[config.mk]
export PLATFORM = sky130hd
export DESIGN_NAME = sse_exec
export DESIGN_NICKNAME = d
export VERILOG_FILES = /design/src/design/sse_pkg.sv /design/src/design/sse_exec.sv /design/src/design/sse_file_mem.sv /design/src/design/sse_sub_alu.sv
export SDC_FILE = /design/constraint.sdc
export NUM_CORES = 1
export LEC_CHECK = 0
export BUFFER_PORTS_ARGS = -buffer_cell sky130_fd_sc_hd__buf_2
export CAP_MARGIN = 20
export CORE_MARGIN = 2
export CORE_UTILIZATION = 45
export DETAILED_ROUTE_END_ITERATION = 12
export GPL_TIMING_DRIVEN = 0
export SLEW_MARGIN = 20
export SYNTH_ARGS = -nofsm -noshare
export SYNTH_HDL_FRONTEND = slang
export SYNTH_SLANG_ARGS = --single-unit
export TNS_END_PERCENT = 30
[constraint.sdc]
create_clock -name clk -period 4.4 [get_ports clk]
set_clock_uncertainty 0.1 [all_clocks]
set_input_delay 0.22 -clock clk [delete_from_list [all_inputs] [get_ports clk]]
set_output_delay 0.22 -clock clk [all_outputs]
set_load 0.005 [all_outputs]
[src/design/sse_pkg.sv]
package sse_pkg;

  localparam int INSTR_W = 14;
  localparam int DATA_W  = 8;
  localparam int FADDR_W = 7;
  localparam int BADDR_W = 4;
  localparam int EV_W    = 5;

  // Instruction encodings
  localparam logic [13:0] SLEEP_OPCODE    = 14'h0063;
  localparam logic [4:0]  LIT_SUB_PREFIX  = 5'h1e;
  localparam logic [5:0]  FILE_SUB_PREFIX = 6'h02;
  localparam int          DEST_BIT        = 7;

  // Register word indices
  localparam logic [3:0] REG_ACC        = 4'h0;
  localparam logic [3:0] REG_STATUS     = 4'h1;
  localparam logic [3:0] REG_WDOG_COUNT = 4'h2;
  localparam logic [3:0] REG_PRESCALE   = 4'h3;
  localparam logic [3:0] REG_CTRL       = 4'h4;
  localparam logic [3:0] REG_FILE_ADDR  = 4'h5;
  localparam logic [3:0] REG_FILE_DATA  = 4'h6;
  localparam logic [3:0] REG_INT_STATUS = 4'h7;
  localparam logic [3:0] REG_INT_CLEAR  = 4'h8;
  localparam logic [3:0] REG_INT_ENABLE = 4'h9;

  // Status register fields
  localparam int STAT_CARRY  = 0;
  localparam int STAT_NIBBLE = 1;
  localparam int STAT_ZERO   = 2;
  localparam int STAT_PWRDN  = 3;
  localparam int STAT_EXPIRY = 4;
  localparam int STAT_ASLEEP = 5;

  // Control register fields
  localparam int CTRL_WDOG_RUN = 0;
  localparam int CTRL_WAKE     = 1;

  // Event bits
  localparam int EV_SLEEP   = 0;
  localparam int EV_SUB     = 1;
  localparam int EV_WAKE    = 2;
  localparam int EV_WDOG    = 3;
  localparam int EV_UNKNOWN = 4;

  // Reset values and loads
  localparam logic [7:0] ACC_RST      = 8'h00;
  localparam logic [7:0] WDOG_LOAD    = 8'h00;
  localparam logic [7:0] PRESCALE_CLR = 8'h00;
  localparam logic [7:0] CTRL_RST     = 8'h01;
  localparam logic       PWRDN_RST    = 1'b1;
  localparam logic       EXPIRY_RST   = 1'b1;

  // Watchdog tick: 1 us at 250 MHz
  localparam int CLK_MHZ        = 250;
  localparam int WDOG_TICK_US   = 1;
  localparam int WDOG_TICK_CYC  = WDOG_TICK_US * CLK_MHZ;

  typedef enum logic [1:0] {
    SSE_IDLE,
    SSE_EXEC,
    SSE_ASLEEP
  } sse_state_t;

  typedef enum logic [1:0] {
    SSE_OP_NONE,
    SSE_OP_SLEEP,
    SSE_OP_LSUB,
    SSE_OP_FSUB
  } sse_op_t;

  function automatic sse_op_t sse_decode(input logic [13:0] w);
    sse_op_t op;
    op = SSE_OP_NONE;
    if (w == SLEEP_OPCODE) begin
      op = SSE_OP_SLEEP;
    end else if (w[13:9] == LIT_SUB_PREFIX) begin
      op = SSE_OP_LSUB;
    end else if (w[13:8] == FILE_SUB_PREFIX) begin
      op = SSE_OP_FSUB;
    end
    return op;
  endfunction

endpackage

[src/design/sse_exec.sv]
// Operation
// [RULE1] Opcode 00 0000 0110 0011 decodes as power-down; no operands, one word.
// [RULE2] Power-down sets the watchdog expiry flag to one.
// [RULE3] Power-down clears the powerdown flag to zero.
// [RULE4] Power-down loads watchdog counter with 00h and clears its prescaler.
// [RULE5] After power-down the core sleeps with its oscillator halted.
// [RULE6] Encoding 11 110x kkkk kkkk computes literal minus accumulator.
// [RULE7] Literal subtract writes its difference into the accumulator.
// [RULE8] Encoding 00 0010 dfff ffff computes file register minus accumulator.
// [RULE9] Destination bit 0 writes accumulator, 1 writes back the file register.
// [RULE10] Carry set to one when the difference is zero or positive.
// [RULE11] Carry cleared on borrow; the result wraps modulo 256.
// [RULE12] Zero and nibble borrow flags updated; each subtract takes one instruction cycle.
`timescale 1ns/1ps
module sse_exec #(
  parameter int WDOG_TICK_CYC = sse_pkg::WDOG_TICK_CYC
) (
  input  wire logic        clk,
  input  wire logic        resetn,
  input  wire logic [13:0] instr,
  input  wire logic        instr_valid,
  output logic             instr_ready_q,
  input  wire logic        wake_pin,
  input  wire logic [3:0]  bus_addr,
  input  wire logic [7:0]  bus_wdata,
  input  wire logic        bus_wr,
  input  wire logic        bus_rd,
  output logic      [7:0]  bus_rdata_q,
  output logic             irq_q,
  output logic             osc_run_q,
  output logic             watchdog_expiry_flag_q,
  output logic             powerdown_flag_q
);

  logic             rst_sync1_q;
  logic             rst_n_q;
  logic             wake_meta_q;
  logic             wake_sync_q;
  sse_pkg::sse_state_t state_q;
  sse_pkg::sse_state_t state_d;
  sse_pkg::sse_op_t    op;
  sse_pkg::sse_op_t    op_q;
  logic             take;
  logic [7:0]       acc_q;
  logic [7:0]       literal_q;
  logic [6:0]       faddr_q;
  logic             dest_q;
  logic             carry_q;
  logic             nibble_q;
  logic             zero_q;
  logic [7:0]       wdog_count_q;
  logic [7:0]       prescale_q;
  logic [15:0]      tick_cnt_q;
  logic             tick;
  logic             wdog_overflow;
  logic [7:0]       ctrl_q;
  logic [6:0]       file_addr_q;
  logic [4:0]       int_status_q;
  logic [4:0]       int_enable_q;
  logic [4:0]       events;
  logic             wake_req;
  logic [7:0]       sub_a;
  logic [7:0]       sub_diff;
  logic             sub_carry;
  logic             sub_nibble;
  logic             sub_zero;
  logic             exec_now;
  logic             exec_file_wr;
  logic             bus_file_wr;
  logic             pend_q;
  logic [7:0]       pend_data_q;
  logic [6:0]       pend_addr_q;
  logic             mem_wr_en;
  logic [6:0]       mem_wr_addr;
  logic [7:0]       mem_wr_data;
  logic [6:0]       mem_rd_addr;
  logic [7:0]       mem_rd_data;
  logic             wr_sleep;

  // Reset release through two flops
  always_ff @(posedge clk or negedge resetn) begin
    if (!resetn) begin
      rst_sync1_q <= 1'b0;
      rst_n_q     <= 1'b0;
    end else begin
      rst_sync1_q <= 1'b1;
      rst_n_q     <= rst_sync1_q;
    end
  end

  // Wake pin comes from outside the clock domain
  always_ff @(posedge clk or negedge rst_n_q) begin
    if (!rst_n_q) begin
      wake_meta_q <= 1'b0;
      wake_sync_q <= 1'b0;
    end else begin
      wake_meta_q <= wake_pin;
      wake_sync_q <= wake_meta_q;
    end
  end

  assign op       = sse_pkg::sse_decode(instr); // [RULE1]
  assign take     = instr_valid && instr_ready_q;
  assign exec_now = (state_q == sse_pkg::SSE_EXEC);
  assign wr_sleep = take && (op == sse_pkg::SSE_OP_SLEEP);
  assign wake_req = wake_sync_q || wdog_overflow ||
                    (bus_wr && bus_addr == sse_pkg::REG_CTRL && bus_wdata[sse_pkg::CTRL_WAKE]);

  // Sequencer
  always_comb begin
    state_d = state_q;
    case (state_q)
      sse_pkg::SSE_IDLE: begin
        if (take && op == sse_pkg::SSE_OP_SLEEP) begin
          state_d = sse_pkg::SSE_ASLEEP; // [RULE5]
        end else if (take && op != sse_pkg::SSE_OP_NONE) begin
          state_d = sse_pkg::SSE_EXEC;
        end
      end
      sse_pkg::SSE_EXEC: begin
        state_d = sse_pkg::SSE_IDLE; // [RULE12]
      end
      sse_pkg::SSE_ASLEEP: begin
        if (wake_req) begin
          state_d = sse_pkg::SSE_IDLE;
        end
      end
      default: begin
        state_d = sse_pkg::SSE_IDLE;
      end
    endcase
  end

  always_ff @(posedge clk or negedge rst_n_q) begin
    if (!rst_n_q) begin
      state_q       <= sse_pkg::SSE_IDLE;
      instr_ready_q <= 1'b0;
      osc_run_q     <= 1'b1;
    end else begin
      state_q       <= state_d;
      instr_ready_q <= (state_d == sse_pkg::SSE_IDLE);
      osc_run_q     <= (state_d != sse_pkg::SSE_ASLEEP); // [RULE5]
    end
  end

  // Operand capture on acceptance
  always_ff @(posedge clk or negedge rst_n_q) begin
    if (!rst_n_q) begin
      op_q      <= sse_pkg::SSE_OP_NONE;
      literal_q <= 8'h00;
      faddr_q   <= 7'h00;
      dest_q    <= 1'b0;
    end else if (take) begin
      op_q      <= op;
      literal_q <= instr[7:0];
      faddr_q   <= instr[6:0];
      dest_q    <= instr[sse_pkg::DEST_BIT];
    end
  end

  // Minuend is the literal or the file register read one cycle earlier
  assign sub_a = (op_q == sse_pkg::SSE_OP_FSUB) ? mem_rd_data : literal_q; // [RULE6] [RULE8]

  sse_sub_alu u_alu (
    .minuend    (sub_a),
    .subtrahend (acc_q),
    .diff       (sub_diff),
    .carry      (sub_carry),
    .nibble     (sub_nibble),
    .zero       (sub_zero)
  );

  assign exec_file_wr = exec_now && (op_q == sse_pkg::SSE_OP_FSUB) && dest_q; // [RULE9]

  // Accumulator
  always_ff @(posedge clk or negedge rst_n_q) begin
    if (!rst_n_q) begin
      acc_q <= sse_pkg::ACC_RST;
    end else if (exec_now && (op_q == sse_pkg::SSE_OP_LSUB)) begin
      acc_q <= sub_diff; // [RULE7]
    end else if (exec_now && (op_q == sse_pkg::SSE_OP_FSUB) && !dest_q) begin
      acc_q <= sub_diff; // [RULE9]
    end else if (bus_wr && bus_addr == sse_pkg::REG_ACC) begin
      acc_q <= bus_wdata;
    end
  end

  // Arithmetic flags
  always_ff @(posedge clk or negedge rst_n_q) begin
    if (!rst_n_q) begin
      carry_q  <= 1'b0;
      nibble_q <= 1'b0;
      zero_q   <= 1'b0;
    end else if (exec_now) begin
      carry_q  <= sub_carry; // [RULE10] [RULE11]
      nibble_q <= sub_nibble; // [RULE12]
      zero_q   <= sub_zero; // [RULE12]
    end
  end

  // Power-down status flags
  always_ff @(posedge clk or negedge rst_n_q) begin
    if (!rst_n_q) begin
      watchdog_expiry_flag_q <= sse_pkg::EXPIRY_RST;
      powerdown_flag_q       <= sse_pkg::PWRDN_RST;
    end else if (wr_sleep) begin
      watchdog_expiry_flag_q <= 1'b1; // [RULE2]
      powerdown_flag_q       <= 1'b0; // [RULE3]
    end else if (wdog_overflow) begin
      watchdog_expiry_flag_q <= 1'b0;
    end
  end

  // Watchdog time base keeps running in sleep, like its own oscillator
  assign tick = ctrl_q[sse_pkg::CTRL_WDOG_RUN] && (tick_cnt_q == 16'(WDOG_TICK_CYC - 1));
  assign wdog_overflow = tick && (prescale_q == 8'hff) && (wdog_count_q == 8'hff);

  always_ff @(posedge clk or negedge rst_n_q) begin
    if (!rst_n_q) begin
      tick_cnt_q <= 16'h0000;
    end else if (wr_sleep || tick || !ctrl_q[sse_pkg::CTRL_WDOG_RUN]) begin
      tick_cnt_q <= 16'h0000;
    end else begin
      tick_cnt_q <= tick_cnt_q + 16'h0001;
    end
  end

  always_ff @(posedge clk or negedge rst_n_q) begin
    if (!rst_n_q) begin
      prescale_q <= sse_pkg::PRESCALE_CLR;
    end else if (wr_sleep) begin
      prescale_q <= sse_pkg::PRESCALE_CLR; // [RULE4]
    end else if (tick) begin
      prescale_q <= prescale_q + 8'h01;
    end
  end

  always_ff @(posedge clk or negedge rst_n_q) begin
    if (!rst_n_q) begin
      wdog_count_q <= sse_pkg::WDOG_LOAD;
    end else if (wr_sleep) begin
      wdog_count_q <= sse_pkg::WDOG_LOAD; // [RULE4]
    end else if (tick && prescale_q == 8'hff) begin
      wdog_count_q <= wdog_count_q + 8'h01;
    end
  end

  // A bus write to the file is held one cycle if an instruction writes back then
  assign bus_file_wr = bus_wr && (bus_addr == sse_pkg::REG_FILE_DATA);

  always_ff @(posedge clk or negedge rst_n_q) begin
    if (!rst_n_q) begin
      pend_q      <= 1'b0;
      pend_data_q <= 8'h00;
      pend_addr_q <= 7'h00;
    end else if (bus_file_wr && (exec_file_wr || pend_q)) begin
      pend_q      <= 1'b1;
      pend_data_q <= bus_wdata;
      pend_addr_q <= file_addr_q;
    end else if (!exec_file_wr) begin
      pend_q      <= 1'b0;
    end
  end

  always_comb begin
    mem_wr_en   = 1'b0;
    mem_wr_addr = file_addr_q;
    mem_wr_data = bus_wdata;
    if (exec_file_wr) begin
      mem_wr_en   = 1'b1;
      mem_wr_addr = faddr_q;
      mem_wr_data = sub_diff; // [RULE9]
    end else if (pend_q) begin
      mem_wr_en   = 1'b1;
      mem_wr_addr = pend_addr_q;
      mem_wr_data = pend_data_q;
    end else if (bus_file_wr) begin
      mem_wr_en   = 1'b1;
    end
  end

  assign mem_rd_addr = take ? instr[6:0] : file_addr_q; // [RULE8]

  sse_file_mem #(
    .ADDR_W (sse_pkg::FADDR_W),
    .DATA_W (sse_pkg::DATA_W)
  ) u_file (
    .clk       (clk),
    .wr_en     (mem_wr_en),
    .wr_addr   (mem_wr_addr),
    .wr_data   (mem_wr_data),
    .rd_addr   (mem_rd_addr),
    .rd_data_q (mem_rd_data)
  );

  // Control and file address registers
  always_ff @(posedge clk or negedge rst_n_q) begin
    if (!rst_n_q) begin
      ctrl_q      <= sse_pkg::CTRL_RST;
      file_addr_q <= 7'h00;
    end else if (bus_wr && bus_addr == sse_pkg::REG_CTRL) begin
      ctrl_q      <= {6'h00, 1'b0, bus_wdata[sse_pkg::CTRL_WDOG_RUN]};
    end else if (bus_wr && bus_addr == sse_pkg::REG_FILE_ADDR) begin
      file_addr_q <= bus_wdata[6:0];
    end
  end

  // Interrupt events; a set in the clearing cycle wins
  always_comb begin
    events = 5'h00;
    events[sse_pkg::EV_SLEEP]   = wr_sleep;
    events[sse_pkg::EV_SUB]     = exec_now;
    events[sse_pkg::EV_WAKE]    = (state_q == sse_pkg::SSE_ASLEEP) && wake_req;
    events[sse_pkg::EV_WDOG]    = wdog_overflow;
    events[sse_pkg::EV_UNKNOWN] = take && (op == sse_pkg::SSE_OP_NONE);
  end

  always_ff @(posedge clk or negedge rst_n_q) begin
    if (!rst_n_q) begin
      int_status_q <= 5'h00;
    end else if (bus_wr && bus_addr == sse_pkg::REG_INT_CLEAR) begin
      int_status_q <= (int_status_q & ~bus_wdata[4:0]) | events;
    end else begin
      int_status_q <= int_status_q | events;
    end
  end

  always_ff @(posedge clk or negedge rst_n_q) begin
    if (!rst_n_q) begin
      int_enable_q <= 5'h00;
    end else if (bus_wr && bus_addr == sse_pkg::REG_INT_ENABLE) begin
      int_enable_q <= bus_wdata[4:0];
    end
  end

  always_ff @(posedge clk or negedge rst_n_q) begin
    if (!rst_n_q) begin
      irq_q <= 1'b0;
    end else begin
      irq_q <= |(((int_status_q & ~(bus_wr && bus_addr == sse_pkg::REG_INT_CLEAR ?
                                    bus_wdata[4:0] : 5'h00)) | events) & int_enable_q);
    end
  end

  // Read data stand only in the cycle after the strobe
  always_ff @(posedge clk or negedge rst_n_q) begin
    if (!rst_n_q) begin
      bus_rdata_q <= 8'h00;
    end else if (bus_rd) begin
      case (bus_addr)
        sse_pkg::REG_ACC:        bus_rdata_q <= acc_q;
        sse_pkg::REG_STATUS:     bus_rdata_q <= {2'b00,
                                                 (state_q == sse_pkg::SSE_ASLEEP),
                                                 watchdog_expiry_flag_q,
                                                 powerdown_flag_q,
                                                 zero_q, nibble_q, carry_q};
        sse_pkg::REG_WDOG_COUNT: bus_rdata_q <= wdog_count_q;
        sse_pkg::REG_PRESCALE:   bus_rdata_q <= prescale_q;
        sse_pkg::REG_CTRL:       bus_rdata_q <= ctrl_q;
        sse_pkg::REG_FILE_ADDR:  bus_rdata_q <= {1'b0, file_addr_q};
        sse_pkg::REG_FILE_DATA:  bus_rdata_q <= mem_rd_data;
        sse_pkg::REG_INT_STATUS: bus_rdata_q <= {3'b000, int_status_q};
        sse_pkg::REG_INT_ENABLE: bus_rdata_q <= {3'b000, int_enable_q};
        default:                 bus_rdata_q <= 8'h00;
      endcase
    end else begin
      bus_rdata_q <= 8'h00;
    end
  end

endmodule

[src/design/sse_file_mem.sv]
`timescale 1ns/1ps
module sse_file_mem #(
  parameter int ADDR_W = 7,
  parameter int DATA_W = 8
) (
  input  wire logic              clk,
  input  wire logic              wr_en,
  input  wire logic [ADDR_W-1:0] wr_addr,
  input  wire logic [DATA_W-1:0] wr_data,
  input  wire logic [ADDR_W-1:0] rd_addr,
  output logic      [DATA_W-1:0] rd_data_q
);
  logic [DATA_W-1:0] mem [0:(1<<ADDR_W)-1];

  always_ff @(posedge clk) begin
    if (wr_en) begin
      mem[wr_addr] <= wr_data;
    end
  end

  // Read before write: a same-cycle write shows on the next read
  always_ff @(posedge clk) begin
    rd_data_q <= mem[rd_addr];
  end
endmodule

[src/design/sse_sub_alu.sv]
`timescale 1ns/1ps
module sse_sub_alu (
  input  wire logic [7:0] minuend,
  input  wire logic [7:0] subtrahend,
  output logic      [7:0] diff,
  output logic            carry,
  output logic            nibble,
  output logic            zero
);
  logic [8:0] full;
  logic [4:0] low;

  // Two's complement: add the inverted subtrahend plus one
  assign full   = {1'b0, minuend} + {1'b0, ~subtrahend} + 9'h001;
  assign low    = {1'b0, minuend[3:0]} + {1'b0, ~subtrahend[3:0]} + 5'h01;
  assign diff   = full[7:0];
  assign carry  = full[8];
  assign nibble = low[4];
  assign zero   = (full[7:0] == 8'h00);
endmodule

==> reports/results.tsv <==
metric	value	unit
status	finished with violations	
violations	negative setup slack	
dp_slack	-425	ps
antenna_cells	0	
synth_nets	3058	
grt_max_degree	50	
chipHeight	326	µm
area_delta_synth_final	16.6	%
path_clk_slew	60	ps
grt_pass1_vias	29100	
hold_depth	2	
ff2ff_path_depth	9	
crit_start	state_q[0]	
hp-class	in -> reg	
syn_inst	3013	
timing.hold.ws	73.8	ps
ios	45	
cts.htree.levels	3	
synthFlopType	edfxtp_1	
antenna_found_initial	3	
drive_above_1_share	21.5	%
nets	3291	
hold_viol	0	
grt-ovfl-total	0	
layout_commonest_cell	edfxtp_1	
cts_buffers	115	
synth_top_area_share	66.1	%
min_from	wake_pin	
drtAntennaViolNets	0	
grt_pass1_wl	216000	µm
r2r_end	u_file.mem[24][7]	
routedWlPerCell	33.0	µm
vias	30000	
rsz0062_at_grt	true	
synthArstFlopShare	9.31	%
maxSlewHeadroom	14.0	%
fmax	218	MHz
cp_max_fo	10	
drv_slew	0	
root_buffer	clkbuf_16	
dpl.hpwl	110000	µm
crit_required	4630	ps
io_buffers	40	
drc_errors	0	
power.total	25500	µW
synth_edf_count	1024	
path_buf_inv	3	
clock_latency	710	ps
coreArea	102000	µm²
place.gp.congestion	0.964	
reg2reg_slack	-180	ps
initialDrtViolationCount	4466	
cp_top_family	simple AND/OR/NAND/NOR gates	
tightest_slew	1270	ps
final.period_utilization	104	%
path_cells	nor2b_1 > nand4_1 > clkbuf_1 > inv_1 > nor2_1 > nand2_1 > nand3_1 > clkbuf_4 > nor2_2	
ir_drop	0.000391	V
power_density	469	nW/µm²
initial_core_util	45.5	%
die_area	106000	µm²
critPathArrivalTime	4810	ps
layout_common_cells	edfxtp_1, nand2_1, nand3_1	
cts_tree	built	
ys_types	94	
path_class	reg -> reg	
p_leak	0.0179	µW
hold_end	wake_meta_q	
num_rows	117	
synth.yosys.seq_area_share	72.1	%
r2r-start	state_q[0]	
worstSetupEndpointType	register	
viasPerCell	6.37	
finalWorstSetupSlack	-182	ps
post-route-min-period	4580	ps
crit_path_start_kind	register	
netlist_area	46500	µm²
ys_seq_elements	1138	
slowest_stage	nand3_1	
setup_viol	174	
yosysTopAreaCell	edfxtp_1	
wirelength	155000	µm
crit_path_max_incr_delay	640	ps
dr.pass1.iters	6	
yosysWarnings	0	
clock_sinks	1138	
synthTopCellsByArea	edfxtp_1, dfrtp_1, mux4_2, nand2_1, mux2_2	
clock_path_buffers	3	
drv_cap	0	
fp.dieW	326	µm
grt_use_total	28.8	%
synth_area_per_cell	15.4	µm²
-- kinds of logic after synthesis --
family	count (synthesis)	synth area share (%)
muxes	235	7.87
DFF	1138	72.1
other	1	0.00806
buffers and inverters	181	2.25
and+or+nand+nor	864	8.74
xor gates and xnor gates	29	0.546
AOI/OAI and AO/OA	552	8.09
adders and majority gates	13	0.366
-- how the worst max path moves through the flow --
stage / to / depth (start not counted) / slack [ps]
finish: u_file.mem[24][7] / 9 / -180
global route: u_file.mem[24][0] / 9 / -250
CTS: u_file.mem[83][0] / 7 / -280
detailed placement: u_file.rd_data_q[1] / 11 / -430
global placement: u_file.mem[75][5] / 4 / -6280
floorplan: u_file.mem[0][1] / 5 / -1210
-- cell usage after synthesis (all sizes together), types with 56 or more instances --
| master | count |
|---|---|
| a211oi | 56 |
| a21oi | 129 |
| and3 | 58 |
| buf | 89 |
| clkbuf | 76 |
| dfrtp | 102 |
| edfxtp | 1024 |
| mux2 | 95 |
| mux4 | 94 |
| nand2 | 308 |
| nand3 | 133 |
| nor2 | 221 |
| o21ai | 96 |
| o221ai | 56 |
-- through the flow --
| step | cells | utilization, % | TNS, ps | cell area, µm² |
|---|---|---|---|---|
| floorplan | 3013 | - | -415520 | 46600 |
| global placement | 4421 | 47.4 | -4244300 | 48500 |
| detailed placement | 4463 | 48.5 | -81800 | 49600 |
| CTS | 4700 | 52.7 | -27480 | 53800 |
| global route | 4701 | 53.1 | -35390 | 54300 |
| finish | 4701 | 53.1 | -11120 | 54300 |
-- state kept, by name, summed over array words and instances (netlist names), 2 cells and up --
name,count
int_status_q,5
bus_rdata_q,8
literal_q,8
op_q,2
acc_q,8
u_file.mem,1024
pend_addr_q,7
wdog_count_q,8
file_addr_q,7
state_q,2
pend_data_q,8
int_enable_q,5
tick_cnt_q,16
prescale_q,8
u_file.rd_data_q,8
-- routing by layer --
| metal | global-route usage (%) | share of wire (%) | vias up |
|---|---|---|---|
| met5 | 0 | 0.015 | - |
| met1 | 38.0 | 38 | 15300 |
| li1 | - | - | 12300 |
| met2 | 45.2 | 46 | 1906 |
| met4 | 15.0 | 6.0 | 4 |
| met3 | 6.15 | 10 | 424 |
-- worst register-to-register path: stages, from the launching register on --
cell,delay (ps)
dfrtp_1,410
nor2b_1,450
nand4_1,300
clkbuf_1,320
inv_1,250
nor2_1,90
nand2_1,420
nand3_1,640
clkbuf_4,610
nor2_2,620
-- final cells by class --
class,instances,area (µm²)
fillers,8354,47900
flip-flops and latches,1138,33600
multi-input cells,1694,12600
clock buffers,143,3030
well taps,1368,1710
repair buffers,116,1530
plain buffers,165,1010
clock inverters,61,723
inverters,16,60.1
-- where the power goes --
| group | internal [µW] | total (µW) | switching, µW |
|---|---|---|---|
| Sequential | 11900 | 12100 | 156 |
| Clock | 5650 | 9860 | 4210 |
| Combinational | 1090 | 3540 | 2450 |
| Total | 18600 | 25500 | 6820 |
-- timing repair --
item                                   4_1_cts  5_1_grt
resized for setup                           69      124
endpoints found under the hold margin       58        0
setup endpoints to repair                  677      862
setup buffers                                0        0
pin swaps                                    2        2
hold buffers                                33        0
No activity file was read; power rests on OpenSTA's default activity.
